<file path="config.mk">
export PLATFORM = sky130hd
export DESIGN_NAME = backlight_dimming_mode_control
export DESIGN_NICKNAME = d
export VERILOG_FILES = /design/src/shared/backlight_pkg.sv /design/src/hdl/sync_two_stage.sv /design/src/hdl/backlight_dimming_mode_control.sv
export SDC_FILE = /design/constraint.sdc
export NUM_CORES = 1
export LEC_CHECK = 0
export BUFFER_PORTS_ARGS = -buffer_cell sky130_fd_sc_hd__buf_2
export CAP_MARGIN = 30
export CORE_AREA = 4 4 135 137
export DETAILED_ROUTE_END_ITERATION = 6
export DIE_AREA = 0 0 139 141
export PLACE_DENSITY = 0.78
export SLEW_MARGIN = 20
export SYNTH_ARGS = -nofsm -noshare
export SYNTH_HDL_FRONTEND = slang
export SYNTH_SLANG_ARGS = --single-unit
</file>
<file path="constraint.sdc">
create_clock -name clock -period 5.7 [get_ports clock]
set_input_delay 0.285 -clock clock [delete_from_list [all_inputs] [get_ports clock]]
set_output_delay 0.285 -clock clock [all_outputs]
set_load 0.1 [all_outputs]
</file>
<file path="src/shared/backlight_pkg.sv">
// Shared constants and types for the backlight dimming mode control.
package backlight_pkg;

   // Clock and timing.
   localparam int CLOCK_PERIOD_NS = 10;
   localparam int LOCKOUT_TIME_NS = 100000;
   localparam int LOCKOUT_CYCLES = (LOCKOUT_TIME_NS + CLOCK_PERIOD_NS - 1) / CLOCK_PERIOD_NS;
   localparam int SHUTDOWN_TIME_NS = 1000000;
   localparam int SHUTDOWN_CYCLES = (SHUTDOWN_TIME_NS + CLOCK_PERIOD_NS - 1) / CLOCK_PERIOD_NS;
   localparam int TIMER_BITS = 20;

   // End of sequence hold, in oscillator periods.
   localparam logic [8:0] EOS_PERIODS_DIVIDED = 9'h100;
   localparam logic [8:0] EOS_PERIODS_FULL = 9'h040;

   // Oscillator divider used when the divide select is high.
   localparam logic [1:0] DIVIDE_LAST = 2'h3;

   // Channels and levels in sixteenths of full scale.
   localparam int CHANNELS = 8;
   localparam logic [4:0] LEVEL_FULL = 5'h10;
   localparam logic [4:0] LEVEL_SOFT = 5'h01;

   // Analog duty measurement window.
   localparam int DUTY_WINDOW_LOG2 = 16;
   localparam int DUTY_BITS = 8;

   typedef enum logic [1:0] {MODE_SERIAL, MODE_ONOFF, MODE_ANALOG} dim_mode_t;
   typedef enum logic [1:0] {ST_OFF, ST_LOCKOUT, ST_SOFT, ST_RUN} power_state_t;

endpackage : backlight_pkg

</file>
<file path="src/hdl/sync_two_stage.sv">
// Two flip-flop synchroniser for a group of asynchronous inputs.
`timescale 1ns/1ps
`default_nettype none
module sync_two_stage #(
   parameter int WIDTH = 1
) (
   // Clock, reset and freeze.
   input wire logic clock,
   input wire logic rst_n,
   input wire logic clockEnable,
   // Data.
   input wire logic [WIDTH-1:0] asyncIn,
   output logic [WIDTH-1:0] syncOut
);

   logic [WIDTH-1:0] stage1_reg;

   always_ff @(posedge clock or negedge rst_n) begin
      if (!rst_n) begin
         stage1_reg <= '0;
         syncOut <= '0;
      end else if (clockEnable) begin
         stage1_reg <= asyncIn;
         syncOut <= stage1_reg;
      end
   end

endmodule : sync_two_stage
`default_nettype wire

</file>
<file path="src/hdl/backlight_dimming_mode_control.sv">
// Mode selection, serial dimming, soft start and protection for the LED backlight driver.
`timescale 1ns/1ps
`default_nettype none
module backlight_dimming_mode_control #(
   parameter int LOCKOUT_CYCLES = backlight_pkg::LOCKOUT_CYCLES,
   parameter int SHUTDOWN_CYCLES = backlight_pkg::SHUTDOWN_CYCLES,
   parameter int DUTY_WINDOW_LOG2 = backlight_pkg::DUTY_WINDOW_LOG2
) (
   // Clock, reset and freeze.
   input wire logic clock,
   input wire logic rst_n,
   input wire logic clockEnable,
   // Mode pins from the host.
   input wire logic enable,
   input wire logic pwm,
   input wire logic analog_pwm_input,
   // Configuration pins.
   input wire logic freq_divide_select,
   input wire logic string_count_select_0,
   input wire logic string_count_select_1,
   input wire logic string_count_select_2,
   // Analog comparator indications.
   input wire logic switchOver1A,
   input wire logic switchOver2A,
   input wire logic overTempHot,
   input wire logic overTempCooled,
   input wire logic ovpAboveSet,
   input wire logic ovpBelowClear,
   input wire logic [backlight_pkg::CHANNELS-1:0] channelAtRegulation,
   // Sink and boost controls.
   output logic [backlight_pkg::CHANNELS-1:0] led_sink_channel,
   output logic [backlight_pkg::CHANNELS-1:0] regulationMask,
   output logic [4:0] channel_current,
   output logic [backlight_pkg::DUTY_BITS-1:0] analogDuty,
   output logic analogMode,
   output logic boostSwitchOn,
   output logic overcurrent_limit,
   output logic softStart,
   output logic switchTick,
   // Status.
   output logic overvoltage_detect,
   output logic over_temperature_shutdown,
   output logic [3:0] pulseCount
);

   localparam int SYNC_W = 13 + backlight_pkg::CHANNELS;
   localparam int DB = backlight_pkg::DUTY_BITS;
   localparam int TB = backlight_pkg::TIMER_BITS;

   ////////////////////////////////////////////////////////////////////////////////
   // Input synchronisation.

   logic [SYNC_W-1:0] syncOut;
   logic enS, pwmS, apwmS, divS, over1S, over2S, hotS, coolS, ovpHiS, ovpLoS;
   logic [2:0] selS;
   logic [backlight_pkg::CHANNELS-1:0] atRegS;

   sync_two_stage #(.WIDTH(SYNC_W)) u_sync (
      .clock(clock),
      .rst_n(rst_n),
      .clockEnable(clockEnable),
      .asyncIn({enable, pwm, analog_pwm_input, freq_divide_select, string_count_select_2,
                string_count_select_1, string_count_select_0, switchOver1A, switchOver2A,
                overTempHot, overTempCooled, ovpAboveSet, ovpBelowClear, channelAtRegulation}),
      .syncOut(syncOut)
   );

   assign {enS, pwmS, apwmS, divS, selS, over1S, over2S, hotS, coolS, ovpHiS, ovpLoS,
           atRegS} = syncOut;

   ////////////////////////////////////////////////////////////////////////////////
   // Channel selection.

   logic [backlight_pkg::CHANNELS-1:0] enabledMask;

   for (genvar i = 0; i < backlight_pkg::CHANNELS; i++) begin : g_mask
      assign enabledMask[i] = (3'(i) <= selS);
   end

   ////////////////////////////////////////////////////////////////////////////////
   // Power state machine.

   backlight_pkg::power_state_t state_reg;
   backlight_pkg::dim_mode_t mode_reg;
   logic [TB-1:0] lockTimer_reg;
   logic [TB-1:0] idleTimer_reg;
   logic allLow, allRegulated, shutdownDue, lockoutDone;

   assign allLow = !enS && !pwmS && !apwmS;
   assign allRegulated = &(atRegS | ~enabledMask);
   assign shutdownDue = allLow && (idleTimer_reg == TB'(SHUTDOWN_CYCLES - 1));
   assign lockoutDone = (lockTimer_reg == TB'(LOCKOUT_CYCLES - 1));

   always_ff @(posedge clock or negedge rst_n) begin
      if (!rst_n) begin
         state_reg <= backlight_pkg::ST_OFF;
         mode_reg <= backlight_pkg::MODE_SERIAL;
      end else if (clockEnable) begin
         case (state_reg)
            backlight_pkg::ST_OFF: begin
               // Mode chosen from the pin that woke the device.
               if (over_temperature_shutdown) begin
                  state_reg <= backlight_pkg::ST_OFF;
               end else if (enS && !apwmS) begin
                  mode_reg <= backlight_pkg::MODE_SERIAL;
                  state_reg <= backlight_pkg::ST_LOCKOUT;
               end else if (pwmS && !apwmS) begin
                  mode_reg <= backlight_pkg::MODE_ONOFF;
                  state_reg <= backlight_pkg::ST_SOFT;
               end else if (apwmS && !pwmS) begin
                  mode_reg <= backlight_pkg::MODE_ANALOG;
                  state_reg <= backlight_pkg::ST_LOCKOUT;
               end
            end
            backlight_pkg::ST_LOCKOUT: begin
               if (lockoutDone) begin
                  state_reg <= backlight_pkg::ST_SOFT;
               end
            end
            backlight_pkg::ST_SOFT: begin
               // Leave soft start once all enabled channels regulate.
               if (allRegulated) begin
                  state_reg <= backlight_pkg::ST_RUN;
               end
            end
            backlight_pkg::ST_RUN: begin
               state_reg <= backlight_pkg::ST_RUN;
            end
            default: begin
               state_reg <= backlight_pkg::ST_OFF;
            end
         endcase
         if (state_reg != backlight_pkg::ST_OFF) begin
            if (over_temperature_shutdown) begin
               state_reg <= backlight_pkg::ST_OFF;
            // Pwm low stops the on/off mode at once.
            end else if (mode_reg == backlight_pkg::MODE_ONOFF && !pwmS) begin
               state_reg <= backlight_pkg::ST_OFF;
            end else if (shutdownDue) begin
               state_reg <= backlight_pkg::ST_OFF;
            end
         end
      end
   end

   always_ff @(posedge clock or negedge rst_n) begin
      if (!rst_n) begin
         lockTimer_reg <= '0;
      end else if (clockEnable) begin
         if (state_reg == backlight_pkg::ST_LOCKOUT) begin
            lockTimer_reg <= lockTimer_reg + TB'(1);
         end else begin
            lockTimer_reg <= '0;
         end
      end
   end

   always_ff @(posedge clock or negedge rst_n) begin
      if (!rst_n) begin
         idleTimer_reg <= '0;
      end else if (clockEnable) begin
         if (allLow && state_reg != backlight_pkg::ST_OFF) begin
            idleTimer_reg <= idleTimer_reg + TB'(1);
         end else begin
            idleTimer_reg <= '0;
         end
      end
   end

   ////////////////////////////////////////////////////////////////////////////////
   // Serial pulse programming.

   logic enPrev_reg;
   logic [8:0] highCount_reg;
   logic [3:0] appliedCount_reg;
   logic serialLive, pulseRise, eosFire;
   logic [8:0] eosLimit;

   assign serialLive = mode_reg == backlight_pkg::MODE_SERIAL &&
                       (state_reg == backlight_pkg::ST_SOFT || state_reg == backlight_pkg::ST_RUN);
   assign pulseRise = enS && !enPrev_reg;
   // Hold threshold follows the divide select.
   assign eosLimit = divS ? backlight_pkg::EOS_PERIODS_DIVIDED : backlight_pkg::EOS_PERIODS_FULL;
   assign eosFire = serialLive && enS && (highCount_reg == eosLimit);

   always_ff @(posedge clock or negedge rst_n) begin
      if (!rst_n) begin
         enPrev_reg <= 1'b0;
         highCount_reg <= '0;
      end else if (clockEnable) begin
         enPrev_reg <= enS;
         // High time counted, saturating one past the limit.
         if (!enS) begin
            highCount_reg <= '0;
         end else if (highCount_reg <= eosLimit) begin
            highCount_reg <= highCount_reg + 9'h001;
         end
      end
   end

   always_ff @(posedge clock or negedge rst_n) begin
      if (!rst_n) begin
         pulseCount <= '0;
         appliedCount_reg <= '0;
      end else if (clockEnable) begin
         // Count and level held at zero outside programming.
         if (!serialLive) begin
            pulseCount <= '0;
            appliedCount_reg <= '0;
         end else if (eosFire) begin
            appliedCount_reg <= pulseCount;
            pulseCount <= '0;
         // Four-bit counter wraps on the sixteenth pulse.
         end else if (pulseRise) begin
            pulseCount <= pulseCount + 4'h1;
         end
      end
   end

   ////////////////////////////////////////////////////////////////////////////////
   // Analog duty measurement.

   logic [DUTY_WINDOW_LOG2-1:0] window_reg;
   logic [DUTY_WINDOW_LOG2:0] highAccum_reg;

   // Duty of the analog input over a fixed window.
   always_ff @(posedge clock or negedge rst_n) begin
      if (!rst_n) begin
         window_reg <= '0;
         highAccum_reg <= '0;
         analogDuty <= '0;
      end else if (clockEnable) begin
         window_reg <= window_reg + DUTY_WINDOW_LOG2'(1);
         if (&window_reg) begin
            highAccum_reg <= '0;
            analogDuty <= highAccum_reg[DUTY_WINDOW_LOG2] ? {DB{1'b1}} :
                          highAccum_reg[DUTY_WINDOW_LOG2-1 -: DB];
         end else if (apwmS) begin
            highAccum_reg <= highAccum_reg + (DUTY_WINDOW_LOG2 + 1)'(1);
         end
      end
   end

   ////////////////////////////////////////////////////////////////////////////////
   // Protection flags and open string tracking.

   logic ovpPrev_reg;
   logic [backlight_pkg::CHANNELS-1:0] openMask_reg;

   always_ff @(posedge clock or negedge rst_n) begin
      if (!rst_n) begin
         over_temperature_shutdown <= 1'b0;
         overvoltage_detect <= 1'b0;
         ovpPrev_reg <= 1'b0;
      end else if (clockEnable) begin
         ovpPrev_reg <= overvoltage_detect;
         // Hot sets, cooled by the hysteresis clears.
         if (hotS) begin
            over_temperature_shutdown <= 1'b1;
         end else if (coolS) begin
            over_temperature_shutdown <= 1'b0;
         end
         if (ovpHiS) begin
            overvoltage_detect <= 1'b1;
         end else if (ovpLoS) begin
            overvoltage_detect <= 1'b0;
         end
      end
   end

   always_ff @(posedge clock or negedge rst_n) begin
      if (!rst_n) begin
         openMask_reg <= '0;
      end else if (clockEnable) begin
         if (state_reg == backlight_pkg::ST_OFF) begin
            openMask_reg <= '0;
         // Collapsed channels marked open; healthy ones restored.
         end else if (overvoltage_detect && !ovpPrev_reg) begin
            openMask_reg <= enabledMask & ~atRegS;
         end
      end
   end

   ////////////////////////////////////////////////////////////////////////////////
   // Boost switch and sink outputs.

   logic [1:0] divCount_reg;
   logic tickNow, powered, limitHit;

   // Switching tick divided by four on request.
   assign tickNow = divS ? (divCount_reg == backlight_pkg::DIVIDE_LAST) : 1'b1;
   assign powered = state_reg == backlight_pkg::ST_SOFT || state_reg == backlight_pkg::ST_RUN;
   assign limitHit = (state_reg == backlight_pkg::ST_SOFT) ? over1S : over2S;

   always_ff @(posedge clock or negedge rst_n) begin
      if (!rst_n) begin
         divCount_reg <= '0;
         switchTick <= 1'b0;
         boostSwitchOn <= 1'b0;
      end else if (clockEnable) begin
         divCount_reg <= divCount_reg + 2'h1;
         switchTick <= tickNow;
         // Cycle by cycle current limit ends the on time.
         if (!powered || limitHit) begin
            boostSwitchOn <= 1'b0;
         end else if (tickNow) begin
            boostSwitchOn <= 1'b1;
         end
      end
   end

   always_ff @(posedge clock or negedge rst_n) begin
      if (!rst_n) begin
         led_sink_channel <= '0;
         regulationMask <= '0;
         channel_current <= backlight_pkg::LEVEL_FULL;
         overcurrent_limit <= 1'b0;
         softStart <= 1'b0;
         analogMode <= 1'b0;
      end else if (clockEnable) begin
         // Open channels keep their sink but leave the loop.
         led_sink_channel <= powered ? enabledMask : '0;
         regulationMask <= powered ? (enabledMask & ~openMask_reg) : '0;
         softStart <= state_reg == backlight_pkg::ST_SOFT;
         overcurrent_limit <= state_reg == backlight_pkg::ST_RUN;
         analogMode <= mode_reg == backlight_pkg::MODE_ANALOG;
         // Soft start level, then the programmed level.
         if (state_reg == backlight_pkg::ST_SOFT) begin
            channel_current <= backlight_pkg::LEVEL_SOFT;
         end else if (mode_reg == backlight_pkg::MODE_SERIAL) begin
            channel_current <= backlight_pkg::LEVEL_FULL - {1'b0, appliedCount_reg};
         end else begin
            channel_current <= backlight_pkg::LEVEL_FULL;
         end
      end
   end
endmodule : backlight_dimming_mode_control
`default_nettype wire

</file>
[Yosys cells after proc, flatten, opt, wreduce, memory -nomap -nowiden]
Cells that the tools add are included.
Storage, ports and cells
  bits of input ports: 24
  word-level logic and storage cells: 145
  output and inout port bits: 40
  register bits: 184
Cells by class
  order comparisons: 9
  equality and inequality tests: 12
  multiplexer cells: 41
  reductions and logical operators: 42
  bitwise gates (word level): 7
  add/subtract/negate cells: 8
Operator list (count)
  20-bit by 1-bit adder with 20-bit output, second input constant: 2
  20-bit two-way mux: 2
  8-bit two-way mux: 5
  17-bit two-way mux: 2
  9-bit two-way mux: 3
  2-bit two-way mux: 13
  8-bit NOT: 3
  20-bit by 14-bit equality test with 1-bit output, second input constant: 1
  20-bit by 17-bit equality test with 1-bit output, second input constant: 1
  4-bit two-way mux: 5
  17-bit by 1-bit adder with 17-bit output, second input constant: 1
  17-bit AND reduction: 1
  16-bit by 1-bit adder with 16-bit output, second input constant: 1
  8-bit AND: 2
  16-bit AND reduction: 1
  2-bit AND reduction: 8
  1-bit logical AND: 13
  3-bit <= comparator, first input constant: 4
  2-bit nonzero test: 6
  5-bit two-way mux: 2
  9-bit by 1-bit adder with 9-bit output, second input constant: 1
  9-bit equality test: 1
  9-bit <= comparator: 1
  2-bit equality test, second input constant: 4
  other kinds (19): 36

[Depth between registers and ports, before layout]
  depth in word-level cells: 11
  gate-level depth with buffers: 8
  mapped depth without buffers: 7

[Cells and area by module]
From an unflattened synthesis, not the netlist that was laid out.
Second synthesis, totals
  cells, all modules: 783
  area, all modules: 8557.0 sq um
By module, submodules not included
  backlight_dimming_mode_control: cells each 694, times used 1, area each 6791.5 sq um, seq. area each 3554.7 sq um
  sync_two_stage: cells each 89, times used 1, area each 1765.4 sq um, seq. area each 1051.0 sq um

[Worst setup path after synthesis]
Ideal clock, no wire load.
  path kind: register to register
  from: reg highCount_reg[7]
  to: reg pulseCount[0]
  buffers on the path: 0
  path slack: 3.919 ns
  setup time: 0.125 ns
  cell stages (with the launch flop): 6
  required time: 5.575 ns
  period minus slack after synthesis: 1.781 ns
  data arrival time: 1.656 ns
  path through: dfrtp_1 -> or4_4 -> o31ai_2 -> or2_1 -> nor3_1 -> mux2_2
Between the ends
  word-level cells in the longest chain between the ends: 4
  elaborated cells between the ends (all ways): 6
  those cells by class: eq/ne: 2; mux: 2; reduce/logical: 2
RTL lines
  from (decl): RTL line backlight_dimming_mode_control.sv:174  | logic [8:0] highCount_reg;
  from (signal assigned): RTL line backlight_dimming_mode_control.sv:196  | highCount_reg <= highCount_reg + 9'h001;
  9-bit equality test (*): RTL line backlight_dimming_mode_control.sv:184  | assign eosFire = serialLive && enS && (highCount_reg == eosLimit);
  1-bit logical AND (*): RTL line backlight_dimming_mode_control.sv:184
  3-bit by 1-bit inequality test with 1-bit output (no line) or 4-bit two-way mux (tied branches)
  2-bit AND reduction (no line) or 4-bit two-way mux (tied branches)
  to (signal assigned): RTL line backlight_dimming_mode_control.sv:215  | pulseCount <= pulseCount + 4'h1;
  to (decl): RTL line backlight_dimming_mode_control.sv:43  | output logic [3:0] pulseCount
Every way passes the cells marked *; elsewhere a longest branch is shown, timed or not.
A chain may end at the register's enable or synchronous reset.

==> results by group <==
Timing
  • Final number of setup-violating endpoints: 0
  • F_max: 422 MHz
  • Final setup margin: 3.33 ns
  • Slew Viols, Final: 0
  • Clock Skews: 0.0101 ns
  • Relative slew slack: 39.1%
  • Final Hold Vio Count: 0
  • Unrepaired setup endpoints after global routing: false
  • Worst-Margin Slew: 0.909 ns
  • Period minus WS final: 2.37 ns
  • Setup TNS Final: 0 ns
  • Final period util: between 40% and 50%

Critical path
  • CP Max Fanout: 57
  • Worst path slowest cell: nor3_1
  • Crit path DAT: 2.68 ns
  • Most numerous cell on the critical path: buf_4
  • Worst Setup Start Kind: primary input
  • FF-to-FF Start: window_reg[0]$_DFFE_PN0P_
  • Buffer and inverter count on the worst path: 2
  • R2R cell count: 6
  • Kind of critical path: primary input to flip-flop
  • Top cell family by delay on the critical path: simple AND/OR/NAND/NOR gates
  • Reg2reg end: highAccum_reg[7]$_DFFE_PN0P_
  • Crit end category: flip-flop
  • Crit-path cells: buf_4 > buf_4 > nand4_1 > nor3_1 > and3_1 > xnor2_1 > nor2_1
  • Slowest Stage Delay on Critical Path: roughly 0.60 ns
  • Worst R2R Setup Slack: 3.50 ns
  • Crit path required time: 6.01 ns

Logic synthesis
  • Netlist cell types: 62
  • Async SR Flop Fraction: 100%
  • Syn_area_per_cell: 10.7 um2
  • Post-synth top area cell: dfrtp_1
  • Ys Warns: 0
  • Primary FF master, synth: dfrtp_1
  • Top-area cell type share of the netlist area: ~54%
  • Cell area after synthesis: 8420 um2
  • Syn_nets: between 800 and 900
  • Number of flops mapped to enable cells by yosys: 0
  • Cells after Synth: 789
  • Synthesized flop and latch total: 184
  • Synth area leaders: dfrtp_1 (54%), mux2_2 (6.3%), xor2_1 (4.6%)
  • Seq/Total Area, Yosys: 54.7%

Min path
  • Hold WC Path Type: primary input to flip-flop
  • Hold Crit Start: channelAtRegulation[0]
  • WHS Path Cells: 2
  • WHS Endpoint: u_sync.stage1_reg[0]$_DFFE_PN0P_

Layout
  • Nets: 880
  • Design area: 9560 um2
  • N_diodes: 0
  • Register Area: 4610 um2
  • Ratio of cells with drive above 1 in the final layout: 18.5%
  • Non-filler cells, final: around 1100
  • # fillers: 1437
  • Multi-input gate area: approximately 3600 um2
  • Area Growth Syn to Fin: 13.5%

Floorplan
  • I/O pin total: 64
  • Die width: 139 um
  • Die height: 141 um
  • Core Rows: 48
  • Initial Util: between 40% and 50%
  • Core Area: 17100 um2
  • Die area: around 20000 um2

Clock tree
  • H-tree depth: 4
  • CTS max path bufs: 2
  • Clk pin slew, worst setup/hold paths: 0.06 ns
  • CTS tree: yes
  • Setup bufs post-CTS: 0
  • Clk_lat worst skew: approximately 0.43 ns
  • Clock tree sinks: 184
  • Clock root buffer: clkbuf_16
  • Total CTS buffers: 17

Run
  • Max-Cap Viols: 0

Global routing
  • Initial antenna violation count: 0
  • Number of global-route vias before repair: 5881
  • GRT overflow: 0
  • Global-route usage over all layers: 17.9%
  • Largest net degree at the start of global routing: 98
  • First-pass GRT wire length: 28900 um

Placed design
  • Pre-CTS WS: 2.88 ns
  • # port buffers: 63
  • Dpl cell area: between 8000 and 9000 um2
  • Gpl congestion: just under 0.9
  • Placed Cells: 1049
  • DP HPWL: 11200 um

Route
  • Final ANT Viol Nets: 0
  • Vias/cell: approximately 5.5
  • Routed wire per std cell: 15.3 um
  • # DRC: 0
  • Routed WL: 16600 um
  • Initial DRC count: 437
  • Vias: ~6000
  • Detailed Routing Iterations Pass 1: 5

Power
  • VDD IR max: between 0.2 and 0.25 mV
  • Static leakage power: 0.00430 uW
  • Total power: 3380 uW
  • Pwr dens: 354 nW/um2

Outcome
  • Status: finished clean
worst max path at each step:
stage / cells after the start / to / slack, ns / from
after CTS: 7 / lockTimer_reg[12]$_DFFE_PN0P_ / 3.34 / clockEnable
after detailed placement: 7 / lockTimer_reg[15]$_DFFE_PN0P_ / 2.88 / clockEnable
after global placement: 7 / lockTimer_reg[12]$_DFFE_PN0P_ / 2.97 / clockEnable
after floorplan: 5 / pulseCount[0]$_DFFE_PN0P_ / 3.92 / highCount_reg[7]$_DFFE_PN0P_
after global routing: 7 / lockTimer_reg[12]$_DFFE_PN0P_ / 3.09 / clockEnable
final: 7 / lockTimer_reg[12]$_DFFE_PN0P_ / 3.33 / clockEnable
cell usage after synthesis (4+ instances only):
master and number:
dfrtp_1 183, nor2_1 87, nand2_1 75, mux2_2 47, xor2_1 44, o21ai_0 43, nand3_1 29, a21oi_1 28
clkbuf_1 23, nand4_1 21, inv_1 20, xnor2_1 18, nor3_1 15, o31ai_1 13, ha_1 11, and4_1 10
and2_1 9, or3_1 8, and3_1 7, nand2b_1 7, o2bb2ai_1 7, a22o_1 6, o2111ai_1 6, o211ai_1 6
buf_1 5, nor2b_1 4, nor4_1 4, nor4b_1 4, o41ai_1 4
what timing repair did:
item / CTS / global route
gates resized for setup: 0 / 0
hold buffers: 1 / 0
hold endpoints to repair: 19 / 0
setup endpoints to repair: 0 / 0
stage by stage:
stage	hold WS [ns]	utilization (%)
2_1_floorplan	-0.0106	-
3_3_place_gp	0.437	52.3
3_5_place_dp	0.433	52.3
4_1_cts	0.0682	55.9
5_1_grt	0.0700	56.0
6_report	0.0845	56.0
report_power, final:
group	leakage, uW	internal (uW)	switching, uW
clock network	0.000278	684	493
registers	0.00241	1450	145
logic	0.00161	187	423
cells by family after synthesis:
family / count (synthesis) / synth area share (%)
AND/OR/NAND/NOR: 296 / 17.8
flip-flops: 184 / 54.7
AO/OA/AOI/OAI: 131 / 10.2
XOR/XNOR: 62 / 6.45
buffers and inverters: 55 / 2.63
multiplexers: 50 / 6.64
adder cells (fa/ha/maj): 11 / 1.63
area by class of cell:
cell class / instances / area share (%)
timing repair buffer: 71 / 4.26
multi-input combinational: 550 / 37.6
clock inverter: 9 / 1.20
tap: 225 / 2.95
sequential: 184 / 48.2
inverter: 21 / 0.825
clock buffer: 23 / 5.00
layout by cell type, fill, tap and decap left out, types with 15 or more instances in the layout:
master and count:
xnor2_1 18, a21oi_1 28, o21ai_0 43, buf_2 61, xor2_1 44, nand3_1 29, inv_1 20, clkbuf_16 17
nor3_1 15, nand2_1 75, dfrtp_1 183, mux2_2 47, nor2_1 87, nand4_1 21
routing by layer:
layer | wire [um] | part of all wire [%] | vias up | track usage [%]
li1 | - | - | 2896 | -
met1 | 7590 | 46 | 2964 | 23.6
met2 | 8130 | 49 | 99 | 29.0
met3 | 628 | 3.8 | 15 | 4.55
met4 | 226 | 1.4 | 0 | 6.18
met5 | 0 | 0 | - | 0
(Power assumes the default switching activity.)
